--- src/core/txtio_pkg.sv ---
// Constants shared by the transmit test and interrupt output block.
// Assumes a 32-bit Avalon-MM slave with word-aligned byte addresses.
package txtio_pkg;
  localparam logic [7:0] OFS_STATUS = 8'h60;
  localparam logic [7:0] OFS_CLEAR = 8'h64;
  localparam logic [7:0] OFS_ENABLE = 8'h68;
  localparam logic [7:0] OFS_TEST = 8'hd0;
  localparam logic [7:0] OFS_PAT_A = 8'hd4;
  localparam logic [7:0] OFS_PAT_B = 8'hd8;
  localparam logic [7:0] OFS_PAT_C = 8'hdc;
  localparam logic [7:0] OFS_PAT_D = 8'he0;
  localparam int EVT_W = 3;
  localparam int EVT_SYNC_REQ = 0;
  localparam int EVT_SYNC_ERR = 1;
  localparam int EVT_FRAME_ERR = 2;
  localparam int MODE_LSB = 0;
  localparam int MODE_W = 4;
  localparam logic [31:0] RST_PATTERN = 32'h0000_0000;
  localparam logic [3:0] RST_MODE = 4'h0;
  localparam logic [EVT_W-1:0] RST_ENABLE = 3'h7;
  localparam logic [31:0] RD_UNMAPPED = 32'h0000_0000;
endpackage

--- src/core/txtio_sync2.sv ---
// Two-flop synchroniser for a group of level inputs.
// Assumes the inputs come from outside the CLK domain.
`timescale 1ns/100ps
`default_nettype none
module txtio_sync2 #(
  parameter int W = 1
) (
  input wire logic clk,
  input wire logic rst,
  input wire logic [W-1:0] d,
  output logic [W-1:0] q
);
  logic [W-1:0] meta_q;
  always_ff @(posedge clk or posedge rst) begin
    if (rst) begin
      meta_q <= '0;
      q <= '0;
    end else begin
      meta_q <= d;
      q <= meta_q;
    end
  end
endmodule
`default_nettype wire

--- src/core/txtio_evt.sv ---
// Sticky event status with clear, enable and a level interrupt.
// Assumes event pulses arrive synchronous to clk.
`timescale 1ns/100ps
`default_nettype none
module txtio_evt #(
  parameter int W = 3
) (
  input wire logic clk,
  input wire logic rst,
  input wire logic [W-1:0] evt,
  input wire logic [W-1:0] clr,
  input wire logic [W-1:0] en,
  output logic [W-1:0] status_q,
  output logic irq_q
);
  always_ff @(posedge clk or posedge rst) begin
    if (rst) begin
      status_q <= '0;
    end else begin
      status_q <= (status_q & ~clr) | evt;
    end
  end
  always_ff @(posedge clk or posedge rst) begin
    if (rst) begin
      irq_q <= 1'b0;
    end else begin
      irq_q <= |(((status_q & ~clr) | evt) & en);
    end
  end
endmodule
`default_nettype wire

--- src/core/txtio_top.sv ---
// Transmit test pattern, test mode, loopback and interrupt outputs.
// Assumes an Avalon-MM master on CLK and link event pins from outside.
//
// The implementer's own choice: the Avalon-MM register port.
`timescale 1ns/100ps
`default_nettype none
module txtio_top #(
  parameter int LANES = 2
) (
  input wire logic CLK,
  input wire logic RST,
  input wire logic [7:0] AVS_ADDRESS,
  input wire logic AVS_READ,
  input wire logic AVS_WRITE,
  input wire logic [31:0] AVS_WRITEDATA,
  input wire logic [3:0] AVS_BYTEENABLE,
  output logic [31:0] AVS_READDATA,
  output logic AVS_WAITREQUEST,
  input wire logic SYNC_REQ_N,
  input wire logic SYNC_ERR,
  input wire logic FRAME_ERR,
  input wire logic [LANES*32-1:0] LINK_DATA,
  input wire logic [LANES*4-1:0] LINK_CTRL_FLAGS,
  output logic TX_IRQ_OUT,
  output logic [3:0] TEST_MODE,
  output logic [31:0] PATTERN_A,
  output logic [31:0] PATTERN_B,
  output logic [31:0] PATTERN_C,
  output logic [31:0] PATTERN_D,
  output logic [LANES*32-1:0] LOOPBACK_LANE_DATA,
  output logic [LANES*4-1:0] LOOPBACK_CTRL_CHAR_FLAGS
);
  localparam int EW = txtio_pkg::EVT_W;

  typedef enum logic [1:0] {
    TXTIO_IDLE = 2'b00,
    TXTIO_ACK = 2'b01
  } txtio_bus_e;

  txtio_bus_e state_q;
  logic [2:0] pins_s;
  logic sync_req_q;
  logic sync_err_q;
  logic frame_err_q;
  logic [EW-1:0] evt;
  logic [EW-1:0] clr_q;
  logic [EW-1:0] en_q;
  logic [EW-1:0] status;
  logic irq;
  logic [31:0] pat_q [4];
  logic [31:0] rd_d;
  logic wr_take;
  logic rd_take;

  function automatic logic [31:0] merge(input logic [31:0] old, input logic [31:0] nw,
                                        input logic [3:0] be);
    logic [31:0] r;
    r = old;
    for (int i = 0; i < 4; i++) begin
      if (be[i]) begin
        r[i*8 +: 8] = nw[i*8 +: 8];
      end
    end
    return r;
  endfunction

  function automatic int pat_index(input logic [7:0] a);
    int r;
    r = -1;
    case (a)
      txtio_pkg::OFS_PAT_A: r = 0;
      txtio_pkg::OFS_PAT_B: r = 1;
      txtio_pkg::OFS_PAT_C: r = 2;
      txtio_pkg::OFS_PAT_D: r = 3;
      default: r = -1;
    endcase
    return r;
  endfunction

  txtio_sync2 #(.W(3)) u_sync (
    .clk(CLK),
    .rst(RST),
    .d({FRAME_ERR, SYNC_ERR, ~SYNC_REQ_N}),
    .q(pins_s)
  );

  always_ff @(posedge CLK or posedge RST) begin
    if (RST) begin
      sync_req_q <= 1'b0;
      sync_err_q <= 1'b0;
      frame_err_q <= 1'b0;
    end else begin
      sync_req_q <= pins_s[0];
      sync_err_q <= pins_s[1];
      frame_err_q <= pins_s[2];
    end
  end

  always_comb begin
    evt = '0;
    evt[txtio_pkg::EVT_SYNC_REQ] = pins_s[0] & ~sync_req_q;
    evt[txtio_pkg::EVT_SYNC_ERR] = pins_s[1] & ~sync_err_q;
    evt[txtio_pkg::EVT_FRAME_ERR] = pins_s[2] & ~frame_err_q;
  end

  txtio_evt #(.W(EW)) u_evt (
    .clk(CLK),
    .rst(RST),
    .evt(evt),
    .clr(clr_q),
    .en(en_q),
    .status_q(status),
    .irq_q(irq)
  );

  assign wr_take = AVS_WRITE && (state_q == TXTIO_IDLE);
  assign rd_take = AVS_READ && (state_q == TXTIO_IDLE);

  always_ff @(posedge CLK or posedge RST) begin
    if (RST) begin
      state_q <= TXTIO_IDLE;
    end else begin
      case (state_q)
        TXTIO_IDLE: begin
          if (AVS_READ || AVS_WRITE) begin
            state_q <= TXTIO_ACK;
          end
        end
        TXTIO_ACK: state_q <= TXTIO_IDLE;
        default: state_q <= TXTIO_IDLE;
      endcase
    end
  end

  always_ff @(posedge CLK or posedge RST) begin
    if (RST) begin
      AVS_WAITREQUEST <= 1'b1;
    end else begin
      AVS_WAITREQUEST <= !((AVS_READ || AVS_WRITE) && state_q == TXTIO_IDLE);
    end
  end

  always_ff @(posedge CLK or posedge RST) begin
    if (RST) begin
      clr_q <= '0;
    end else if (wr_take && AVS_ADDRESS == txtio_pkg::OFS_CLEAR && AVS_BYTEENABLE[0]) begin
      clr_q <= AVS_WRITEDATA[EW-1:0];
    end else begin
      clr_q <= '0;
    end
  end

  always_ff @(posedge CLK or posedge RST) begin
    if (RST) begin
      en_q <= txtio_pkg::RST_ENABLE;
    end else if (wr_take && AVS_ADDRESS == txtio_pkg::OFS_ENABLE && AVS_BYTEENABLE[0]) begin
      en_q <= AVS_WRITEDATA[EW-1:0];
    end
  end

  always_ff @(posedge CLK or posedge RST) begin
    if (RST) begin
      TEST_MODE <= txtio_pkg::RST_MODE;
    end else if (wr_take && AVS_ADDRESS == txtio_pkg::OFS_TEST && AVS_BYTEENABLE[0]) begin
      TEST_MODE <= AVS_WRITEDATA[txtio_pkg::MODE_LSB +: txtio_pkg::MODE_W];
    end
  end

  generate
    for (genvar g = 0; g < 4; g++) begin : g_pat
      always_ff @(posedge CLK or posedge RST) begin
        if (RST) begin
          pat_q[g] <= txtio_pkg::RST_PATTERN;
        end else if (wr_take && pat_index(AVS_ADDRESS) == g) begin
          pat_q[g] <= merge(pat_q[g], AVS_WRITEDATA, AVS_BYTEENABLE);
        end
      end
    end
  endgenerate

  assign PATTERN_A = pat_q[0];
  assign PATTERN_B = pat_q[1];
  assign PATTERN_C = pat_q[2];
  assign PATTERN_D = pat_q[3];

  always_comb begin
    rd_d = txtio_pkg::RD_UNMAPPED;
    case (AVS_ADDRESS)
      txtio_pkg::OFS_STATUS: rd_d = {{(32-EW){1'b0}}, status};
      txtio_pkg::OFS_ENABLE: rd_d = {{(32-EW){1'b0}}, en_q};
      txtio_pkg::OFS_TEST: rd_d = {28'h0000000, TEST_MODE};
      txtio_pkg::OFS_PAT_A: rd_d = pat_q[0];
      txtio_pkg::OFS_PAT_B: rd_d = pat_q[1];
      txtio_pkg::OFS_PAT_C: rd_d = pat_q[2];
      txtio_pkg::OFS_PAT_D: rd_d = pat_q[3];
      default: rd_d = txtio_pkg::RD_UNMAPPED;
    endcase
  end

  always_ff @(posedge CLK or posedge RST) begin
    if (RST) begin
      AVS_READDATA <= 32'h0000_0000;
    end else if (rd_take) begin
      AVS_READDATA <= rd_d;
    end
  end

  always_ff @(posedge CLK or posedge RST) begin
    if (RST) begin
      TX_IRQ_OUT <= 1'b0;
      LOOPBACK_LANE_DATA <= '0;
      LOOPBACK_CTRL_CHAR_FLAGS <= '0;
    end else begin
      TX_IRQ_OUT <= irq;
      LOOPBACK_LANE_DATA <= LINK_DATA;
      LOOPBACK_CTRL_CHAR_FLAGS <= LINK_CTRL_FLAGS;
    end
  end
endmodule
`default_nettype wire

--- config.mk ---
export PLATFORM = sky130hd
export DESIGN_NAME = txtio_top
export DESIGN_NICKNAME = d
export VERILOG_FILES = /design/src/core/txtio_pkg.sv /design/src/core/txtio_sync2.sv /design/src/core/txtio_evt.sv /design/src/core/txtio_top.sv
export SDC_FILE = /design/constraint.sdc
export NUM_CORES = 1
export LEC_CHECK = 0
export ABC_AREA = 0
export ABC_CLOCK_PERIOD_IN_PS = 8400
export BUFFER_PORTS_ARGS = -buffer_cell sky130_fd_sc_hd__buf_2
export CAP_MARGIN = 20
export CORE_ASPECT_RATIO = 1.2
export CORE_MARGIN = 5
export CORE_UTILIZATION = 39
export CTS_CLUSTER_SIZE = 20
export DETAILED_ROUTE_END_ITERATION = 6
export HOLD_SLACK_MARGIN = 0.1
export PLACE_DENSITY_LB_ADDON = 0.3
export SYNTH_ARGS = -nofsm -noshare
export SYNTH_HDL_FRONTEND = slang
export SYNTH_SLANG_ARGS = --single-unit
--- constraint.sdc ---
create_clock -name CLK -period 8.4 [get_ports CLK]
set_input_delay 0.42 -clock CLK [delete_from_list [all_inputs] [get_ports CLK]]
set_output_delay 0.42 -clock CLK [all_outputs]
set_load 0.005 [all_outputs]
Yosys cells after proc, flatten, opt, wreduce, memory -nomap -nowiden
Index checks and enable logic that the tools add are counted.
W data, S select, Z words.
Word-level totals
  word-level logic and storage cells: 94
  bits in latches: 0
  input port bits: 123
  register bits after elaboration: 259
  RAM bits: 0
  memories: 0
  memory bits (read-only): 0
Cells by class
  eq/ne operators: 12
  magnitude comparators: 0
  mux-type cells: 5
  add/sub/neg operators: 0
  bitwise operators: 11
  multiply operators: 0
  reductions and logical operators: 34
  divide/modulo/power cells: 0
  shift-type cells: 0
Operators with widths (count)
  $pmux W32 S7: 1
  $pmux W32 S4: 1
  $eq A32 B3 Y1 const B: 2
  $eq A8 B8 Y1 const B: 5
  $eq A32 B2 Y1 const B: 1
  $logic_not A32 Y1: 1
  $reduce_and A2 Y1: 16
  $eq A8 B7 Y1 const B: 3
  $logic_and A1 B1 Y1: 13
  $and A3 B3 Y3: 2
  $mux W2: 2
  $not A1 Y1: 4
  $and A1 B1 Y1: 3
  $mux W3: 1
  $not A3 Y3: 1
  $or A3 B3 Y3: 1
  $reduce_or A3 Y1: 1
  $logic_not A2 Y1: 1
  $ne A2 B1 Y1 const B: 1
  $logic_not A1 Y1: 1
  $logic_or A1 B1 Y1: 1

Logic depth before layout (Yosys ltp)
Gate-level depths: netlist of the first run.
  depth after elaboration: 5
  depth in mapped cells: 9

By module
From an unflattened synthesis of the first run, not the netlist that was laid out.
Second synthesis, totals
  cell total of the unflattened synthesis: 681
  area, all modules: 9786.9 um2
Modules (own cells, without submodules)
  txtio_top: area each 9476.6 um2, times used 1, cells an instance 661
  txtio_evt: area each 156.4 um2, times used 1, cells an instance 13
  txtio_sync2: area each 153.9 um2, times used 1, cells an instance 7

Worst setup path after synthesis of the first run
No wires, ideal clock.
  path kind: input-to-reg
  from: input port AVS_ADDRESS[1]
  to: register pat_q, in the netlist PATTERN_B[0]
  data required time: 8.275 ns
  cell stages on the path: 6
  arrival: 1.800 ns
  path slack: 6.475 ns
  library setup time: 0.125 ns
  path through: nor3b_4 -> and2_4 -> buf_6 -> nand2_1 -> nor2_2 -> mux2_2
On the way
  longest elaborated chain between the ends: 5
  elaborated cells on any way between the ends: 8
  those cells by class: 5 x eq/ne; 1 x mux; 2 x reduce/logical
RTL lines
  start: declaration: RTL line txtio_top.sv:12  | input wire logic [7:0] AVS_ADDRESS,
  $eq A8 B8 Y1: RTL line txtio_top.sv:70  | case (a)
  $pmux W32 S4 (*): RTL line txtio_top.sv:70
  $eq A32 B2 Y1 (*): RTL line txtio_top.sv:174  | end else if (wr_take && pat_index(AVS_ADDRESS) == g) begin
  $logic_and A1 B1 Y1 (*): RTL line txtio_top.sv:174
  $reduce_and A2 Y1 (no line) (*)
  end signal: indexed assignment: RTL line txtio_top.sv:173  | pat_q[g] <= txtio_pkg::RST_PATTERN;
  end signal: indexed assignment: RTL line txtio_top.sv:175  | pat_q[g] <= merge(pat_q[g], AVS_WRITEDATA, AVS_BYTEENABLE);
  end: declaration: RTL line txtio_top.sv:50  | logic [31:0] pat_q [4];
Every way passes the cells marked *; elsewhere a longest branch is shown, timed or not.
A chain may end at the register's enable or synchronous reset.

Worst setup path after layout of the first run
  from: input port AVS_ADDRESS[2]
  to: register pat_q, in the netlist PATTERN_A[9]
On the way
  longest elaborated chain between the ends: 5
  elaborated cells on any way between the ends: 8
  those cells by class: 4 x eq/ne; 1 x mux; 3 x reduce/logical
RTL lines (RTL line)
  $eq A8 B8 Y1: txtio_top.sv:70
  $pmux W32 S4 (*): txtio_top.sv:70
  $logic_not A32 Y1 (*): txtio_top.sv:174
  $logic_and A1 B1 Y1 (*): txtio_top.sv:174
  $reduce_and A2 Y1 (no line) (*)
Marks and branches as above.

==> flow_summary_export.csv, run 1 <==
group,metric,value,unit
flow_run,max_cap_viol_count,0,
global_route,grtUsageTotal,21.6,%
worst_setup_path,crit_fanout,22,
synthesis,yosysUniqueCellTypes,41,
pwr,internal_power,2110,µW
placed_design,placed_area,0.0118,mm²
pwr,post-layout-total-power,2710,µW
finish,nets,1223,
floorplan,num_rows,63,
drt,drt_wl_total,31000,µm
drt,vias_per_cell,5.05,
pwr,pwr-share-comb,6.5,%
min_path,hold_depth,2,
sta,max_slew_margin,30.3,%
global_route,grt_max_degree,103,
drt,drt_pass1_iterations,5,
synthesis,yosys_warnings,0,
cts,cts_buffers,25,
pwr,sw_frac_of_total,21.9,%
min_path,hold_class,"input pin to register",
pwr,seq_power_share,47.8,%
sta,holdWs,187,ps
sta,setup_viol,0,
drt,drt-initial-drc-count,394,
finish,nFillCells,2062,
synthesis,synth-seq-cells,258,
drt,dr_total_vias,7290,
cts,clk_latency,510,ps
worst_setup_path,max_stage_delay,950,ps
finish,fin_util,54.9,%
pwr,irDropWorstVdd,0.269,mV
synthesis,ys_seq_area_share,66.6,%
global_route,overflow,0,
sta,clock_skew,8.37,ps
sta,max_clock_freq,372,MHz
placed_design,gp_congestion,0.779,
min_path,min_from,"AVS_WRITEDATA[25]",
global_route,grt_pass1_vias,8035,
floorplan,start_util,39.4,%
placed_design,dp_hpwl,21400,µm
cts,cts_resized,0,
finish,synthToLayoutAreaGrowth,39.2,%
synthesis,synth-main-ff-cell,"dfrtp_1",
drt,wl_per_cell,21.5,µm
synthesis,yosys-top-cells-area,"dfrtp_1 (66%), mux2_2 (17%), a22oi_1 (2.3%), a221oi_2 (1.5%), nand2_1 (1.5%)",
worst_setup_path,crit_arrival,3080,ps
worst_setup_path,crit_slowest_cell,"nor2b_2",
cts,clk_root_buffer_cell,"clkbuf_16",
cts,numClockSinks,258,
synthesis,synth_top_area_share,65.5,%
pwr,p_per_area,201,mW/mm²
synthesis,synth_common_cells,"dfrtp_1 (254), mux2_2 (144), nand2_1 (39), a22oi_1 (30), nor2_1 (28)",
pwr,p_sw,594,µW
pwr,p_leak,0.00703,µW
cts,tritoncts,"done",
floorplan,die_width,154,µm
sta,tightest_slew,1040,ps
min_path,hold_end,"PATTERN_B[25]",
cts,cts_buffer_depth,3,
finish,stdcell_area,0.0135,mm²
synthesis,synth_area_leader_cell,"dfrtp_1",
worst_setup_path,regToRegEndpoint,"TEST_MODE[0]",
worst_setup_path,setup.worst_path.class,"input pin to register",
floorplan,die-area,0.0281,mm²
worst_setup_path,rr_worst_depth,4,
worst_setup_path,cp_data_required_time,8790,ps
pwr,pwr-share-clk,45.7,%
synthesis,yosysMostFrequentCell,"dfrtp_1",
finish,layout-drive-gt1-share,53.3,%
sta,report.final.hold_viol_count,0,
worst_setup_path,r2r_start,"state_q[0]",
drt,drc,0,
cts,h-tree-depth,1,
global_route,antenna_found_initial,3,
worst_setup_path,critPathLaunchType,"input pin",
outcome,outcome,"completed",
worst_setup_path,cp-end-kind,"register",
floorplan,io_pins,361,
sta,finalSetupTns,0,ps
finish,n_antenna_cell,0,
synthesis,synth_area,0.00970,mm²
synthesis,syn_avg_cell_area,14.7,µm²
sta,finalCriticalPeriod,2690,ps
floorplan,core_area,0.0246,mm²
sta,finalCritPeriodShare,32.0,%
placed_design,port_buffers,360,
drt,ant_nets,0,
synthesis,syn_nets,784,
sta,slew_viol_final,0,
cts,post-cts-setup-buffers,0,
synthesis,syn_inst,661,
cts,clk_pin_slew,60,ps
sta,rsz0062_at_grt,"no",
worst_setup_path,crit_chain,"buf_2 > nor2b_2 > nand2_1 > nor2_2 > mux2_2",
global_route,grt_pass1_wl,47800,µm
floorplan,die_y,183,µm
synthesis,async_flop_share,100,%
synthesis,synth_edf_count,0,
worst_setup_path,reg2reg_slack,6000,ps
## cell usage in the layout (no fill, tap or decap), drive strengths merged
cell type	synthesis	layout
mux2	148	148
bufinv	0	6
mux4	1	1
o211ai	1	1
dfstp	4	4
a221oi	19	19
a22o	2	2
a22oi	30	30
nand2	40	40
clkinvlp	0	3
dlygate4sd3	0	76
a21oi	16	16
buf	14	365
nand2b	1	1
dfrtp	254	254
nor2b	4	4
o21ai	32	32
clkbuf	15	28
and2	4	4
a2111oi	1	1
nand3	4	4
nand4	1	1
a222oi	3	3
inv	13	13
clkinv	0	8
a32o	3	3
nor3b	2	2
or4	1	1
nor2	40	40
and4	1	1
and3b	1	1
o22ai	3	3
nor4b	1	1
and3	2	2
## sequential cells by signal (all words and copies together), names as in the netlist, 4 cells and up
name,cells
LOOPBACK_LANE_DATA,64
AVS_READDATA,32
PATTERN_A,32
PATTERN_B,32
PATTERN_C,32
PATTERN_D,32
LOOPBACK_CTRL_CHAR_FLAGS,8
TEST_MODE,4
## critical path, delay by kind of cell
| kind | cells | cell delay [ps] |
|---|---|---|
| AND/OR/NAND/NOR | 3 | 1780 |
| multiplexers | 1 | 390 |
| buffers and inverters | 1 | 480 |
## layout make-up
class | count | area [µm²] | share of cell area [%]
multi-input cells | 361 | 3040 | 22.5
clock buffers | 28 | 667 | 4.94
inverters | 13 | 56.3 | 0.417
well taps | 325 | 407 | 3.01
repair buffers | 441 | 2620 | 19.4
clock inverters | 17 | 246 | 1.83
flip-flops and latches | 258 | 6460 | 47.9
## power groups by stage
stage,clock network (µW),logic (µW),registers [µW]
global placement,0,146,1320
global route,1310,195,1300
floorplan,0,53.3,1320
CTS,1260,176,1290
finish,1240,177,1290
detailed placement,0,149,1320
## metal layers
layer	up-vias	part of all wire [%]	global-route usage, %
li1	3252	-	-
met1	3668	37	25.0
met2	299	52	38.8
met5	-	0.11	0
met4	6	3.2	7.17
met3	65	7.5	5.76
## cell families after synthesis
group	count (synthesis)	synth area share, %
AND/OR/NAND/NOR	102	5.34
flip-flops	258	66.6
multiplexers	149	17.6
AO/OA/AOI/OAI	110	8.32
buffers and inverters	42	2.15
## through the flow
step	instances	setup slack, ps
floorplan	661	888
global placement	1321	5240
detailed placement	1321	5160
CTS	1442	5690
global route	1443	5510
finish	1443	5710
## worst max path at each step
stage | end | cells past startpoint | startpoint | slack, ps
finish | PATTERN_A[9] | 5 | AVS_ADDRESS[2] | 5710
global route | PATTERN_A[8] | 5 | AVS_ADDRESS[2] | 5510
CTS | PATTERN_A[14] | 5 | AVS_ADDRESS[2] | 5690
detailed placement | PATTERN_A[14] | 5 | AVS_ADDRESS[2] | 5160
global placement | PATTERN_B[18] | 5 | AVS_ADDRESS[3] | 5240
floorplan | AVS_READDATA[0] | 1 | RST | 890
## what timing repair did
item	CTS	global route
endpoints found under the setup margin	0	0
hold buffers	76	0
hold endpoints to repair	171	0
(Power assumes the default switching activity.)
==> run 2: changes to the inputs <==
--- a/config.mk
+++ b/config.mk
@@ -6,7 +6,7 @@
 export NUM_CORES = 1
 export LEC_CHECK = 0
 export ABC_AREA = 0
-export ABC_CLOCK_PERIOD_IN_PS = 8400
+export ABC_CLOCK_PERIOD_IN_PS = 2800
 export BUFFER_PORTS_ARGS = -buffer_cell sky130_fd_sc_hd__buf_2
 export CAP_MARGIN = 20
 export CORE_ASPECT_RATIO = 1.2
==> constraint.sdc (replaced) <==
create_clock -name CLK -period 2.8 [get_ports CLK]
set_input_delay 0.14 -clock CLK [delete_from_list [all_inputs] [get_ports CLK]]
set_output_delay 0.14 -clock CLK [all_outputs]
set_load 0.005 [all_outputs]
==> flow_summary_export.csv, run 2 (same netlist as run 1, synthesis figures left out) <==
group,metric,value,unit
cts,clk_root_buffer_cell,"clkbuf_16",
finish,regMostFlops,"LOOPBACK_LANE_DATA",
worst_setup_path,max_stage_delay,630,ps
global_route,grt_pass1_vias,8223,
worst_setup_path,cp-end-kind,"register",
finish,largest_reg_flops,64,
worst_setup_path,r2r_start,"state_q[0]",
finish,layout-drive-gt1-share,51.7,%
pwr,p_per_area,567,mW/mm²
global_route,grt_max_degree,151,
drt,wl_per_cell,21.0,µm
drt,vias_per_cell,4.96,
sta,slew_viol_final,0,
flow_run,max_cap_viol_count,0,
finish,synthToLayoutAreaGrowth,42.6,%
worst_setup_path,crit_slowest_cell,"or4_1",
finish,fin_util,56.2,%
sta,tightest_slew,874,ps
floorplan,core_area,0.0246,mm²
worst_setup_path,setup.worst_path.class,"register to register",
finish,nets,1268,
global_route,grtUsageTotal,21.7,%
floorplan,io_pins,361,
worst_setup_path,cp_data_required_time,3210,ps
finish,mostFrequentLayoutCells,"buf_2 (360), dfrtp_1 (254), mux2_2 (144)",
cts,numClockSinks,258,
placed_design,port_buffers,360,
sta,finalCritPeriodShare,75.7,%
worst_setup_path,regToRegEndpoint,"TEST_MODE[0]",
worst_setup_path,crit_chain,"nor2b_1 > nand2_1 > or4_1 > mux2_4",
cts,clk_pin_slew,60,ps
drt,drt_pass1_iterations,5,
cts,postCtsHoldBufs,110,
cts,clk_latency,530,ps
floorplan,die-area,0.0281,mm²
cts,cts_buffers,27,
drt,drt_wl_total,31300,µm
worst_setup_path,reg2reg_slack,680,ps
cts,cts_resized,0,
cts,h-tree-depth,1,
worst_setup_path,rr_worst_depth,4,
outcome,outcome,"completed",
min_path,hold_depth,4,
worst_setup_path,cp-startpoint,"state_q[0]",
worst_setup_path,crit_fanout,7,
min_path,min_from,"AVS_ADDRESS[0]",
min_path,hold_end,"en_q[1]",
worst_setup_path,crit_arrival,2530,ps
floorplan,num_rows,63,
sta,finalSetupTns,0,ps
floorplan,start_util,39.4,%
drt,ant_nets,0,
cts,post-cts-setup-buffers,0,
sta,max_clock_freq,472,MHz
sta,rsz0062_at_grt,"no",
sta,finalCriticalPeriod,2120,ps
sta,max_slew_margin,41.5,%
global_route,grt_pass1_wl,47900,µm
drt,dr_total_vias,7387,
pwr,p_leak,0.00718,µW
cts,cts_buffer_depth,3,
sta,setup_viol,0,
sta,report.final.hold_viol_count,0,
pwr,irDropWorstVdd,0.624,mV
min_path,hold_class,"input pin to register",
cts,tritoncts,"done",
finish,nFillCells,2070,
placed_design,gp_congestion,0.809,
finish,final_common_cell,"buf_2",
drt,drc,0,
sta,clock_skew,16.1,ps
drt,drt-initial-drc-count,424,
global_route,antenna_found_initial,3,
worst_setup_path,critPathLaunchType,"register",
floorplan,die_width,154,µm
placed_design,dp_hpwl,21100,µm
global_route,overflow,0,
floorplan,die_y,183,µm
[run 2: routing by layer]
metal	vias up	part of all wire (%)	global-route usage, %
met3	60	7.3	5.55
li1	3336	-	-
met1	3687	37	25.4
met4	2	3.4	7.81
met5	-	0.035	0
met2	302	52	38.4
[run 2: metrics by stage]
step                instances  total power [µW]  hold slack (ps)  setup slack (ps)  area, µm²
finish                   1489              7840              126               679      13800
floorplan                 661              4110              171              -736       9700
global placement         1331              4390              247               522      11900
detailed placement       1331              4400              249               440      11900
CTS                      1487              7940              108               632      13800
global route             1489              8160              139               535      13800
[run 2: worst max path at each step]
stage                     slack [ps]  cells after the start         endpoint
after floorplan                 -740                      1  AVS_READDATA[0]
after detailed placement         440                      6     PATTERN_A[6]
after global routing             530                      4     TEST_MODE[0]
after CTS                        630                      4     PATTERN_A[6]
after global placement           520                      6     PATTERN_A[7]
final                            680                      4     TEST_MODE[0]
[run 2: final cells by class]
| type | count | area, µm² | share of cell area [%] |
|---|---|---|---|
| multi-input combinational | 361 | 3040 | 22.0 |
| tap | 325 | 407 | 2.94 |
| antenna | 2 | 5.00 | 0.0362 |
| timing repair buffer | 484 | 3030 | 21.9 |
| clock inverter | 10 | 81.3 | 0.588 |
| clock buffer | 36 | 749 | 5.42 |
| inverter | 13 | 52.6 | 0.380 |
| sequential | 258 | 6460 | 46.7 |
[run 2: power by group]
| part | leakage, µW | total (µW) | switching (µW) | internal (µW) |
|---|---|---|---|---|
| registers | 0.00338 | 3880 | 50.1 | 3830 |
| logic | 0.00339 | 571 | 289 | 282 |
| clock network | 0.000414 | 3390 | 1430 | 1960 |
| total | 0.00718 | 7840 | 1770 | 6070 |
[run 2: critical path, delay by kind of cell (launching register included)]
family / cells / cell delay (ps)
muxes: 1 / 360
and+or+nand+nor: 3 / 1260
DFF: 1 / 390
==> run 3: changes to the inputs <==
--- a/config.mk
+++ b/config.mk
@@ -6,7 +6,7 @@
 export NUM_CORES = 1
 export LEC_CHECK = 0
 export ABC_AREA = 0
-export ABC_CLOCK_PERIOD_IN_PS = 2800
+export ABC_CLOCK_PERIOD_IN_PS = 1840
 export BUFFER_PORTS_ARGS = -buffer_cell sky130_fd_sc_hd__buf_2
 export CAP_MARGIN = 20
 export CORE_ASPECT_RATIO = 1.2
==> constraint.sdc (replaced) <==
create_clock -name CLK -period 1.84 [get_ports CLK]
set_input_delay 0.092 -clock CLK [delete_from_list [all_inputs] [get_ports CLK]]
set_output_delay 0.092 -clock CLK [all_outputs]
set_load 0.005 [all_outputs]
==> flow_summary_export.csv, run 3 (same netlist as run 1, synthesis figures left out) <==
group,metric,value,unit
floorplan,io_pins,361,
floorplan,core_area,0.0246,mm²
sta,clock_skew,11.5,ps
sta,max_clock_freq,598,MHz
floorplan,die_y,183,µm
min_path,hold_class,"input pin to register",
floorplan,num_rows,63,
pwr,irDropWorstVdd,0.822,mV
placed_design,dp_slack,31.0,ps
drt,drt-initial-drc-count,355,
finish,mostFrequentLayoutCells,"buf_2 (360), dfrtp_1 (254), mux2_2 (144)",
finish,seqCellArea,0.00646,mm²
drt,wl_per_cell,21.1,µm
sta,slew_viol_final,0,
global_route,grt_max_degree,74,
pwr,p_per_area,868,mW/mm²
sta,setup_viol,0,
cts,cts_buffer_depth,3,
pwr,p_leak,0.00746,µW
global_route,grt_pass1_vias,8624,
global_route,antenna_found_initial,1,
finish,nFillCells,2043,
flow_run,max_cap_viol_count,0,
finish,largest_reg_flops,64,
drt,drc,0,
finish,final_cells,1525,
cts,h-tree-depth,1,
sta,rsz0062_at_grt,"no",
pwr,sw_frac_of_total,22.0,%
finish,final_common_cell,"buf_2",
pwr,p_sw,2760,µW
global_route,grtUsageTotal,22.4,%
placed_design,dp.cells,1364,
cts,clk_pin_slew,60,ps
drt,vias_per_cell,5.03,
sta,holdWs,153,ps
pwr,pwr-share-clk,45.5,%
placed_design,dp_hpwl,22100,µm
cts,numClockSinks,258,
drt,ant_nets,0,
sta,finalCriticalPeriod,1670,ps
finish,synthToLayoutAreaGrowth,48.7,%
pwr,post-layout-total-power,12500,µW
drt,drt_wl_total,32200,µm
finish,regMostFlops,"LOOPBACK_LANE_DATA",
sta,report.final.hold_viol_count,0,
floorplan,start_util,39.4,%
pwr,internal_power,9770,µW
sta,max_slew_margin,68.5,%
worst_setup_path,cp_data_required_time,2250,ps
sta,fin_ws,167,ps
worst_setup_path,crit_fanout,4,
finish,n_antenna_cell,0,
drt,drt_pass1_iterations,5,
placed_design,gp_congestion,0.801,
worst_setup_path,critPathLaunchType,"register",
worst_setup_path,crit_arrival,2090,ps
pwr,pwr-share-comb,7.4,%
finish,multi_input_area,0.00305,mm²
pwr,seq_power_share,47.2,%
worst_setup_path,setup.worst_path.class,"register to register",
placed_design,port_buffers,360,
cts,tritoncts,"done",
finish,layout-drive-gt1-share,53.3,%
drt,dr_total_vias,7674,
worst_setup_path,cp-end-kind,"register",
cts,clk_root_buffer_cell,"clkbuf_16",
finish,nets,1303,
sta,tightest_slew,461,ps
global_route,overflow,0,
cts,cts_buffers,27,
global_route,grt_pass1_wl,49700,µm
floorplan,die_width,154,µm
cts,clk_latency,540,ps
outcome,outcome,"completed",
floorplan,die-area,0.0281,mm²
sta,finalCritPeriodShare,90.9,%
-- run 3: changes by cell type in the layout (fill, tap and decap cells not counted) --
cell and change:
dlygate4sd3_1 +2, clkinv_4 +1, nand2_2 +1, clkbuf_8 +5, diode_2 -2, buf_12 +17
clkbuf_1 -1, buf_4 +16, nand2_1 -1, clkinv_2 -4, bufinv_16 +2
-- run 3: metrics by stage --
| step | area [µm²] | util (%) | setup TNS (ps) |
|---|---|---|---|
| floorplan | 9700 | - | -421680 |
| CTS | 14400 | 58.6 | 0 |
| global placement | 12400 | 50.2 | 0 |
| global route | 14400 | 58.6 | 0 |
| finish | 14400 | 58.6 | 0 |
| detailed placement | 12400 | 50.2 | 0 |
-- run 3: power groups by stage --
stage               Combinational, µW  Clock, µW  Sequential (µW)
CTS                               925       5830             5900
finish                            921       5700             5910
global route                     1010       6080             5920
detailed placement                736          0             6010
global placement                  725          0             6000
floorplan                         244          0             6020
-- run 3: layout make-up --
cell class,count,area share (%)
repair buffers,519,24.4
clock inverters,9,0.902
well taps,325,2.82
inverters,13,0.364
flip-flops and latches,258,44.8
multi-input cells,361,21.1
clock buffers,40,5.65
-- run 3: per-layer routing --
layer,GRT usage (%),vias up,share of wire [%]
li1,-,3406,-
met1,26.4,3896,37
met2,40.2,295,52
met3,5.38,75,7.3
met4,7.74,2,3.4
met5,0,-,0.022
-- run 3: what timing repair did --
item                                    in CTS  in global routing
setup buffers                                0                  0
gates resized for setup                      0                  1
endpoints found under the setup margin       0                  4
endpoints found under the hold margin      427                  0
hold buffers                               112                  0
-- run 3: path summary, 6_finish.rpt --
| check | start | end | cells past startpoint | slack, ps |
|---|---|---|---|---|
| worst min-delay path | AVS_BYTEENABLE[2] | PATTERN_D[22] | 4 | 150 |
| worst max-delay path | state_q[0] | TEST_MODE[2] | 4 | 170 |
| worst max register to register | state_q[0] | TEST_MODE[2] | 4 | 170 |
| max in group asynchronous | RST | AVS_READDATA[8] | 6 | 370 |
| worst min register to register | u_sync.meta_q[0] | u_sync.q[0] | 0 | 340 |
| min in group asynchronous | RST | PATTERN_A[27] | 4 | 710 |
-- run 3: worst max-delay path, cell delays in order, from the launching register on --
cell,delay (ps)
dfrtp_1,380
nor2b_1,170
nand2_1,110
or4_1,550
mux2_4,340
